$ cat src/logic/pirc_pkg.sv
// Package: register map, field layout and state of the interrupt controller.
package pirc_pkg;

  // ---------------------------------------------------------------------
  // Sizes
  // ---------------------------------------------------------------------
  localparam int ADDR_W = 8;
  localparam int DATA_W = 16;
  localparam int BANKS = 6;
  localparam int SRC_COUNT = 96;
  localparam int PRIO_W = 3;
  localparam int LEVEL_W = 4;
  localparam int VEC_W = 7;
  localparam int FIELDS_PER_REG = 4;
  localparam int PRIO_REGS = 24;
  localparam int PRIO_GAP_A = 14;
  localparam int PRIO_GAP_B = 17;
  localparam int EXT_COUNT = 5;
  localparam int TRAP_COUNT = 4;

  // ---------------------------------------------------------------------
  // Register offsets (word addresses on the register port)
  // ---------------------------------------------------------------------
  localparam logic [ADDR_W-1:0] OFF_STATUS = 8'h00;
  localparam logic [ADDR_W-1:0] OFF_CORE = 8'h01;
  localparam logic [ADDR_W-1:0] OFF_GCTL_A = 8'h02;
  localparam logic [ADDR_W-1:0] OFF_GCTL_B = 8'h03;
  localparam logic [ADDR_W-1:0] OFF_TRACE = 8'h04;
  localparam logic [ADDR_W-1:0] OFF_FLAG = 8'h08;
  localparam logic [ADDR_W-1:0] OFF_ENABLE = 8'h10;
  localparam logic [ADDR_W-1:0] OFF_PRIO = 8'h20;

  // ---------------------------------------------------------------------
  // Field positions
  // ---------------------------------------------------------------------
  localparam int IPL_LO = 5;
  localparam int IPL_HI = 7;
  localparam int CORE_MSB_BIT = 3;
  localparam int CORE_RSVD_BIT = 2;
  localparam int NEST_BIT = 15;
  localparam int TRAP_LO = 1;
  localparam int TRAP_HI = 4;
  localparam int ALT_BIT = 15;
  localparam int DISABLE_INSTR_ACTIVE_BIT = 14;
  localparam int EDGE_LO = 0;
  localparam int EDGE_HI = 4;
  localparam int TRACE_LVL_LO = 8;
  localparam int TRACE_LVL_HI = 11;
  localparam int PRIO_STRIDE = 4;

  // ---------------------------------------------------------------------
  // Implemented source positions, one word per flag bank
  // ---------------------------------------------------------------------
  localparam logic [SRC_COUNT-1:0] IMPL_MASK = {
    16'h3FFE, 16'h210E, 16'h4066, 16'h3FE3, 16'hFEDF, 16'h3FEF
  };
  localparam int EXT_VEC [EXT_COUNT] = '{0, 20, 29, 53, 54};
  localparam logic [PRIO_W-1:0] PRIO_MAX = 3'h7;

  // ---------------------------------------------------------------------
  // Vector tables
  // ---------------------------------------------------------------------
  localparam logic [DATA_W-1:0] IVT_BASE = 16'h0014;
  localparam logic [DATA_W-1:0] ALT_VECTOR_TABLE_BASE = 16'h0114;

  // ---------------------------------------------------------------------
  // State of the controller
  // ---------------------------------------------------------------------
  typedef struct packed {
    logic [SRC_COUNT-1:0] flags;
    logic [SRC_COUNT-1:0] enables;
    logic [SRC_COUNT-1:0][PRIO_W-1:0] prio;
    logic [PRIO_W-1:0] ipl_low;
    logic cpu_prio_msb;
    logic nesting_off;
    logic [TRAP_COUNT-1:0] trap;
    logic alt_table_select;
    logic [EXT_COUNT-1:0] edge_sel;
    logic [EXT_COUNT-1:0] ext_prev;
    logic [VEC_W-1:0] latched_vector_index;
    logic [LEVEL_W-1:0] latched_prio_level;
    logic req;
    logic [DATA_W-1:0] vec_addr;
    logic [DATA_W-1:0] rdata;
  } pirc_state_s;

  typedef struct packed {
    logic hit;
    logic [VEC_W-1:0] vec;
    logic [LEVEL_W-1:0] lvl;
  } pirc_win_s;

endpackage

$ cat src/logic/pirc_top.sv
// Interrupt controller: flags, enables, levels, trace and global control.
`timescale 1ns/1ps
module pirc_top
  import pirc_pkg::*;
#(
  parameter int N_SRC = SRC_COUNT
) (
  input wire logic mclk_i, // System clock
  input wire logic sys_rst_i, // Synchronous reset, active high
  input wire logic [ADDR_W-1:0] reg_addr_i, // Register word address
  input wire logic [DATA_W-1:0] reg_wdata_i, // Register write data
  input wire logic reg_we_i, // Write strobe
  input wire logic reg_re_i, // Read strobe
  output logic [DATA_W-1:0] reg_rdata_o, // Read data, cycle after strobe
  input wire logic [N_SRC-1:0] src_event_i, // Peripheral event pulses
  input wire logic [EXT_COUNT-1:0] ext_irq_i, // External interrupt pins
  input wire logic [TRAP_COUNT-1:0] trap_event_i, // Trap event pulses
  input wire logic disable_instr_active_active_i, // Disable instruction running
  input wire logic irq_ack_i, // CPU takes the offered interrupt
  input wire logic cpu_level_load_i, // CPU restores its level
  input wire logic [LEVEL_W-1:0] cpu_level_i, // Level to restore
  output logic irq_req_o, // Interrupt request to CPU
  output logic [VEC_W-1:0] irq_vector_o, // Latched vector index
  output logic [LEVEL_W-1:0] irq_level_o, // Latched level
  output logic [DATA_W-1:0] vec_addr_o, // Handler fetch address
  output logic [LEVEL_W-1:0] cpu_prio_level_o, // Current CPU level
  output logic nesting_off_o // Nesting disabled
);

  // -----------------------------------------------------------------------
  // Elaboration checks
  // -----------------------------------------------------------------------
  generate
    if (N_SRC != SRC_COUNT) begin : g_bad
      $error("pirc_top: source count must match the register bank");
    end
  endgenerate

  // -----------------------------------------------------------------------
  // Helpers
  // -----------------------------------------------------------------------
  function automatic logic [DATA_W-1:0] bank_word(
    input logic [SRC_COUNT-1:0] v,
    input int k
  );
    bank_word = v[k*DATA_W +: DATA_W] & IMPL_MASK[k*DATA_W +: DATA_W];
  endfunction

  function automatic logic [DATA_W-1:0] prio_word(
    input logic [SRC_COUNT-1:0][PRIO_W-1:0] p,
    input int k
  );
    logic [DATA_W-1:0] w;
    int v;
    w = '0;
    for (int j = 0; j < FIELDS_PER_REG; j++) begin
      v = k * FIELDS_PER_REG + j;
      if (IMPL_MASK[v]) begin
        w[j*PRIO_STRIDE +: PRIO_W] = p[v];
      end
    end
    prio_word = w;
  endfunction

  function automatic logic prio_reg_ok(input int k);
    prio_reg_ok = (k < PRIO_REGS) && (k != PRIO_GAP_A) && (k != PRIO_GAP_B);
  endfunction

  // -----------------------------------------------------------------------
  // State
  // -----------------------------------------------------------------------
  pirc_state_s s;
  pirc_state_s next_s;
  pirc_win_s win;
  logic [N_SRC-1:0] pend;
  logic [LEVEL_W-1:0] cpu_level;

  assign cpu_level = {s.cpu_prio_msb, s.ipl_low};
  assign pend = s.flags & s.enables;

  pirc_arbiter #(
    .N_SRC(N_SRC)
  ) u_arb (
    .pend_i(pend),
    .prio_i(s.prio),
    .cpu_level_i(cpu_level),
    .win_o(win)
  );

  // -----------------------------------------------------------------------
  // Next-state logic
  // -----------------------------------------------------------------------
  always_comb begin
    logic [EXT_COUNT-1:0] ext_evt;
    logic [SRC_COUNT-1:0] hw_set;
    int rel;
    int v;
    ext_evt = '0;
    hw_set = '0;
    rel = 0;
    v = 0;
    next_s = s;
    next_s.rdata = '0;

    // External pins: edge chosen per pin by its select bit.
    for (int e = 0; e < EXT_COUNT; e++) begin
      if (s.edge_sel[e]) begin
        ext_evt[e] = s.ext_prev[e] & ~ext_irq_i[e];
      end else begin
        ext_evt[e] = ~s.ext_prev[e] & ext_irq_i[e];
      end
    end
    next_s.ext_prev = ext_irq_i;
    hw_set = src_event_i;
    for (int e = 0; e < EXT_COUNT; e++) begin
      hw_set[EXT_VEC[e]] = hw_set[EXT_VEC[e]] | ext_evt[e];
    end

    // Register writes.
    if (reg_we_i) begin
      if (reg_addr_i == OFF_STATUS) begin
        if (!s.nesting_off) begin
          next_s.ipl_low = reg_wdata_i[IPL_HI:IPL_LO];
        end
      end else if (reg_addr_i == OFF_GCTL_A) begin
        next_s.nesting_off = reg_wdata_i[NEST_BIT];
        next_s.trap = reg_wdata_i[TRAP_HI:TRAP_LO];
      end else if (reg_addr_i == OFF_GCTL_B) begin
        next_s.alt_table_select = reg_wdata_i[ALT_BIT];
        next_s.edge_sel = reg_wdata_i[EDGE_HI:EDGE_LO];
      end else if (reg_addr_i >= OFF_FLAG &&
                   reg_addr_i < OFF_FLAG + ADDR_W'(BANKS)) begin
        rel = int'(reg_addr_i - OFF_FLAG);
        for (int b = 0; b < DATA_W; b++) begin
          v = rel * DATA_W + b;
          next_s.flags[v] = reg_wdata_i[b] & IMPL_MASK[v];
        end
      end else if (reg_addr_i >= OFF_ENABLE &&
                   reg_addr_i < OFF_ENABLE + ADDR_W'(BANKS)) begin
        rel = int'(reg_addr_i - OFF_ENABLE);
        for (int b = 0; b < DATA_W; b++) begin
          v = rel * DATA_W + b;
          next_s.enables[v] = reg_wdata_i[b] & IMPL_MASK[v];
        end
      end else if (reg_addr_i >= OFF_PRIO &&
                   reg_addr_i < OFF_PRIO + ADDR_W'(PRIO_REGS)) begin
        rel = int'(reg_addr_i - OFF_PRIO);
        if (prio_reg_ok(rel)) begin
          for (int j = 0; j < FIELDS_PER_REG; j++) begin
            v = rel * FIELDS_PER_REG + j;
            if (IMPL_MASK[v]) begin
              next_s.prio[v] = reg_wdata_i[j*PRIO_STRIDE +: PRIO_W];
            end
          end
        end
      end
    end

    // Hardware sets come after the write so a same-cycle clear loses.
    next_s.flags = next_s.flags | (hw_set & IMPL_MASK);
    next_s.trap = next_s.trap | trap_event_i;

    // Winner is latched into the trace and offered to the CPU.
    next_s.req = win.hit;
    if (win.hit) begin
      next_s.latched_vector_index = win.vec;
      next_s.latched_prio_level = win.lvl;
      if (s.alt_table_select) begin
        next_s.vec_addr = ALT_VECTOR_TABLE_BASE + {win.vec, 1'b0};
      end else begin
        next_s.vec_addr = IVT_BASE + {win.vec, 1'b0};
      end
    end

    // Taking an interrupt raises the CPU level; with nesting off to the top
    // so that nothing else preempts the handler.
    if (irq_ack_i) begin
      if (s.nesting_off) begin
        next_s.ipl_low = PRIO_MAX;
      end else begin
        next_s.ipl_low = s.latched_prio_level[PRIO_W-1:0];
      end
    end
    if (cpu_level_load_i) begin
      next_s.ipl_low = cpu_level_i[PRIO_W-1:0];
      next_s.cpu_prio_msb = cpu_level_i[LEVEL_W-1];
    end

    // Register reads: data stands only in the cycle after the strobe.
    if (reg_re_i) begin
      if (reg_addr_i == OFF_STATUS) begin
        next_s.rdata[IPL_HI:IPL_LO] = s.ipl_low;
      end else if (reg_addr_i == OFF_CORE) begin
        next_s.rdata[CORE_MSB_BIT] = s.cpu_prio_msb;
        next_s.rdata[CORE_RSVD_BIT] = 1'b1;
      end else if (reg_addr_i == OFF_GCTL_A) begin
        next_s.rdata[NEST_BIT] = s.nesting_off;
        next_s.rdata[TRAP_HI:TRAP_LO] = s.trap;
      end else if (reg_addr_i == OFF_GCTL_B) begin
        next_s.rdata[ALT_BIT] = s.alt_table_select;
        next_s.rdata[DISABLE_INSTR_ACTIVE_BIT] = disable_instr_active_active_i;
        next_s.rdata[EDGE_HI:EDGE_LO] = s.edge_sel;
      end else if (reg_addr_i == OFF_TRACE) begin
        next_s.rdata[VEC_W-1:0] = s.latched_vector_index;
        next_s.rdata[TRACE_LVL_HI:TRACE_LVL_LO] = s.latched_prio_level;
      end else if (reg_addr_i >= OFF_FLAG &&
                   reg_addr_i < OFF_FLAG + ADDR_W'(BANKS)) begin
        next_s.rdata = bank_word(s.flags, int'(reg_addr_i - OFF_FLAG));
      end else if (reg_addr_i >= OFF_ENABLE &&
                   reg_addr_i < OFF_ENABLE + ADDR_W'(BANKS)) begin
        next_s.rdata = bank_word(s.enables, int'(reg_addr_i - OFF_ENABLE));
      end else if (reg_addr_i >= OFF_PRIO &&
                   reg_addr_i < OFF_PRIO + ADDR_W'(PRIO_REGS)) begin
        rel = int'(reg_addr_i - OFF_PRIO);
        if (prio_reg_ok(rel)) begin
          next_s.rdata = prio_word(s.prio, rel);
        end
      end
    end
  end

  // -----------------------------------------------------------------------
  // State register
  // -----------------------------------------------------------------------
  always_ff @(posedge mclk_i) begin
    if (sys_rst_i) begin
      s <= '0;
    end else begin
      s <= next_s;
    end
  end

  // -----------------------------------------------------------------------
  // Outputs
  // -----------------------------------------------------------------------
  assign reg_rdata_o = s.rdata;
  assign irq_req_o = s.req;
  assign irq_vector_o = s.latched_vector_index;
  assign irq_level_o = s.latched_prio_level;
  assign vec_addr_o = s.vec_addr;
  assign cpu_prio_level_o = {s.cpu_prio_msb, s.ipl_low};
  assign nesting_off_o = s.nesting_off;

endmodule

$ cat src/logic/pirc_arbiter.sv
// Priority arbiter: picks the highest pending level above the CPU level.
`timescale 1ns/1ps
module pirc_arbiter
  import pirc_pkg::*;
#(
  parameter int N_SRC = SRC_COUNT
) (
  input wire logic [N_SRC-1:0] pend_i, // Flag and enable both set
  input wire logic [N_SRC-1:0][PRIO_W-1:0] prio_i, // Per-source level
  input wire logic [LEVEL_W-1:0] cpu_level_i, // Current CPU level
  output pirc_win_s win_o // Winning source
);

  generate
    if (N_SRC > (1 << VEC_W)) begin : g_bad
      $error("pirc_arbiter: too many sources for the vector width");
    end
  endgenerate

  // Scanning upward with a strict compare keeps the lower vector on ties.
  always_comb begin
    logic [LEVEL_W-1:0] best;
    best = cpu_level_i;
    win_o = '0;
    for (int i = 0; i < N_SRC; i++) begin
      if (pend_i[i] && ({1'b0, prio_i[i]} > best)) begin
        best = {1'b0, prio_i[i]};
        win_o.hit = 1'b1;
        win_o.vec = VEC_W'(i);
        win_o.lvl = best;
      end
    end
  end

endmodule

$ cat config.mk
export PLATFORM = sky130hd
export DESIGN_NAME = pirc_top
export DESIGN_NICKNAME = d
export VERILOG_FILES = /design/src/logic/pirc_pkg.sv /design/src/logic/pirc_top.sv /design/src/logic/pirc_arbiter.sv
export SDC_FILE = /design/constraint.sdc
export NUM_CORES = 2
export LEC_CHECK = 0
export BUFFER_PORTS_ARGS = -buffer_cell sky130_fd_sc_hd__buf_2
export CAP_MARGIN = 20
export CORE_MARGIN = 4
export CORE_UTILIZATION = 36
export DETAILED_ROUTE_END_ITERATION = 8
export SETUP_SLACK_MARGIN = 0.4
export SLEW_MARGIN = 20
export SYNTH_ARGS = -nofsm -noshare
export SYNTH_HDL_FRONTEND = slang
export SYNTH_HIERARCHICAL = 1
export SYNTH_SLANG_ARGS = --single-unit
$ cat constraint.sdc
create_clock -name mclk_i -period 434 [get_ports mclk_i]
set_input_delay 21.7 -clock mclk_i [delete_from_list [all_inputs] [get_ports mclk_i]]
set_output_delay 21.7 -clock mclk_i [all_outputs]
set_load 0.1 [all_outputs]
==> results.ini <==
[outcome]
outcome = finished, final reports clean

[power_and_ir_drop]
p_per_area_mw_per_mm2 = 2.55
pwr-share-seq = 0.388
p_leak_nw = 20.8
ir_worst_vdd_mv = 0.00424
comb_power_share = 0.176
swShare = 0.304
p_sw_w = 0.0000394
p_int_w = 0.0000902
pwr-share-clk = 0.436

[die]
die_x_um = 368
io-pin-count = 189
coreArea_sq_mm = 0.128
die_area_sq_mm = 0.136
start_util = 0.365
rows = 131
die_y_um = 368

[clocking]
cts_buffers = 60
postCtsSetupRepairBufs = 0
clock_latency_ns = 0.67
cts_buffer_depth = 3
ctsResizeCount = 0
h-tree-depth = 2
clock-sinks = 536
clk_pin_slew_ns = 0.06
cts_hold_buf = 0
cts_tree = built
root_buffer = clkbuf_16

[sta]
worst_slew_pin_slew_ns = 1.29
layout_worst_path_cycle_share = 0.374
finalHoldViolCount = 0
timing.hold.ws_ns = 0.447
fin_crit_ns = 162.28
rsz0062_at_grt = false
setup_viol = 0
max_freq_mhz = 6.16
skew_ns = 0.0336
slew_headroom = 0.138
setup_tns_ns = 0
drv_slew = 0

[critical_path]
crit_path_max_incr_delay_ns = 1.06
r2r_cells = 704
arrival_ns = 162.78
crit_path_end = vec_addr_o[8]$_SDFFE_PP0P_
worst-setup-path-type = reg -> reg
cp_common_cell = ha_1
cp_slowest_cell = or4_1
rrSetupSlack_ns = 271.72
crit_path_end_kind = flip-flop
cp_max_fo = 21
worstReg2RegStart = cpu_prio_level_o[2]$_SDFFE_PP0P_
reg2reg_to = vec_addr_o[8]$_SDFFE_PP0P_
startpoint_type = flip-flop
critical_path.startpoint = cpu_prio_level_o[2]$_SDFFE_PP0P_
critPathRequiredTime_ns = 434.49

[yosys]
yosysSeqAreaShare = 0.230
syn_area_sq_mm = 0.0467
synth.ff_latch_count = 536
netlist_instances = 5990
synth.area.top_cells = dfxtp_1 23%, mux2i_1 11%, ha_1 6.1%
synth_xor_area_frac = 0.00731
synth-compound-area-share = 0.224
synth_simple_gate_area_frac = 0.254
synth_top_family_by_area = simple AND/OR/NAND/NOR gates
synth-edff-count = 0
synth_fa_ha_area_frac = 0.0624
muxShareOfSynthArea = 0.159
yosysUniqueCellTypes = 135
netlist.area_leader.share = 0.230
post-synth-top-area-cell = dfxtp_1
avgSynthCellArea_sq_um = 7.80
async_reset_ff_frac = 0
yosysWarnings = 6
yosys_most_used_dff = dfxtp_1

[layout]
drive_gt1_frac = 0.108
final_nets = 6280
fin_cells = 7705
final_common_cell = nor2_1
post-route-util = 0.396
area_growth_pct = 8.73
final_cell_mix = 549 x nor2_1, 535 x dfxtp_1, 532 x mux2i_1

[placement]
dp.cells = 7581
finalWeightedCongestion = 1.02
hpwl_um = 152000
numPortBuffers = 146

[detailed_routing]
wire_per_inst_um = 25.7
drtIter0Drc = 5484
dr_wl_met2_um = 83700
vias = 47600
wirelength_um = 198000
drc = 0
postRouteAntennaNets = 0
vias_per_cell = 6.18
maxUsedRoutingLayer = met5
wirelength_met1_um = 80200
dr_wl_met3_um = 20200
drtPass1Iterations = 6

[global_route]
track_usage = 0.275
grt_pass1_vias = 43400
antenna_found_initial = 29
grt_max_degree = 255
grt_pass1_wl_um = 286000
overflow = 0

[job]
maxCapViolCount = 0

[worst_hold_path]
hp-class = reg -> reg

area by class of cell:
| cell class | count | area (sq um) |
|---|---|---|
| fillers | 13300 | 77400 |
| multi-input cells | 4768 | 33200 |
| flip-flops and latches | 536 | 10700 |
| well taps | 1729 | 2160 |
| clock buffers | 83 | 1730 |
| repair buffers | 228 | 1380 |
| inverters | 320 | 1200 |
| clock inverters | 31 | 415 |
| diodes | 10 | 25.0 |
cell families after synthesis:
family / Yosys count
simple gates: 2310
xor+xnor: 39
mux: 690
fa+ha+maj: 235
buf+inv: 692
other cells: 2
compound gates: 1486
flops: 536
worst min path at each step:
stage	start	to	slack [ns]	cells past startpoint
global route	flip-flop	flip-flop	0.46	2
finish	flip-flop	flip-flop	0.45	2
global placement	flip-flop	flip-flop	0.43	1
CTS	flip-flop	flip-flop	0.45	2
detailed placement	flip-flop	flip-flop	0.44	2
floorplan	flip-flop	flip-flop	0.42	1
power groups by stage:
| stage | logic (W) | clock network [W] | registers (W) |
|---|---|---|---|
| after floorplan | 0.0000155 | 0 | 0.0000510 |
| after global placement | 0.0000217 | 0 | 0.0000514 |
| after detailed placement | 0.0000219 | 0 | 0.0000514 |
| after CTS | 0.0000220 | 0.0000564 | 0.0000503 |
| after global routing | 0.0000243 | 0.0000584 | 0.0000503 |
| final | 0.0000228 | 0.0000564 | 0.0000503 |
through the flow:
stage                     instance area (sq um)  power [W]  worst slack (ns)
after floorplan                           46800  0.0000665            293.21
after global placement                    48600  0.0000730            276.23
after detailed placement                  48600  0.0000733            274.18
after CTS                                 50800   0.000129            273.65
after global routing                      50800   0.000133            257.99
final                                     50800   0.000130            271.72
synth_stat cells (19+ instances only):
| master | instances |
|---|---|
| or2_2 | 24 |
| mux2i_1 | 532 |
| and3_1 | 56 |
| nand2b_1 | 293 |
| ha_1 | 226 |
| nand4_1 | 68 |
| o211a_1 | 21 |
| a21oi_1 | 305 |
| a21boi_0 | 24 |
| nor2b_1 | 109 |
| dfxtp_1 | 536 |
| a211oi_1 | 88 |
| nor3_1 | 202 |
| o22ai_1 | 35 |
| xnor2_1 | 22 |
| clkbuf_1 | 223 |
| a21o_1 | 42 |
| mux4_2 | 28 |
| nor3b_1 | 47 |
| buf_2 | 64 |
| o31ai_1 | 35 |
| nor2_1 | 550 |
| o2111ai_1 | 22 |
| o21a_1 | 64 |
| a31oi_1 | 92 |
| mux2_2 | 123 |
| a221oi_1 | 38 |
| nor4_1 | 20 |
| nand2_1 | 436 |
| o21ai_0 | 249 |
| o211ai_1 | 106 |
| inv_1 | 314 |
| or3_1 | 27 |
| buf_4 | 61 |
| nand3_1 | 197 |
| a22oi_1 | 32 |
| a311oi_1 | 23 |
| o221ai_1 | 19 |
| and2_1 | 184 |
worst max-delay path: cells and delay by family (launching register included):
kind | cells | cell delay, ns
AO/OA/AOI/OAI | 328 | 77.87
flip-flops | 1 | 0.48
multiplexers | 77 | 24.76
AND/OR/NAND/NOR | 283 | 53.31
buffers and inverters | 65 | 7.47
adder cells (fa/ha/maj) | 119 | 34.81
layer usage:
| metal | vias to the layer above | track usage |
|---|---|---|
| li1 | 21700 | - |
| met3 | 624 | 0.0651 |
| met5 | - | 0 |
| met2 | 2431 | 0.420 |
| met4 | 32 | 0.159 |
| met1 | 22800 | 0.354 |
(Power assumes the default switching activity.)
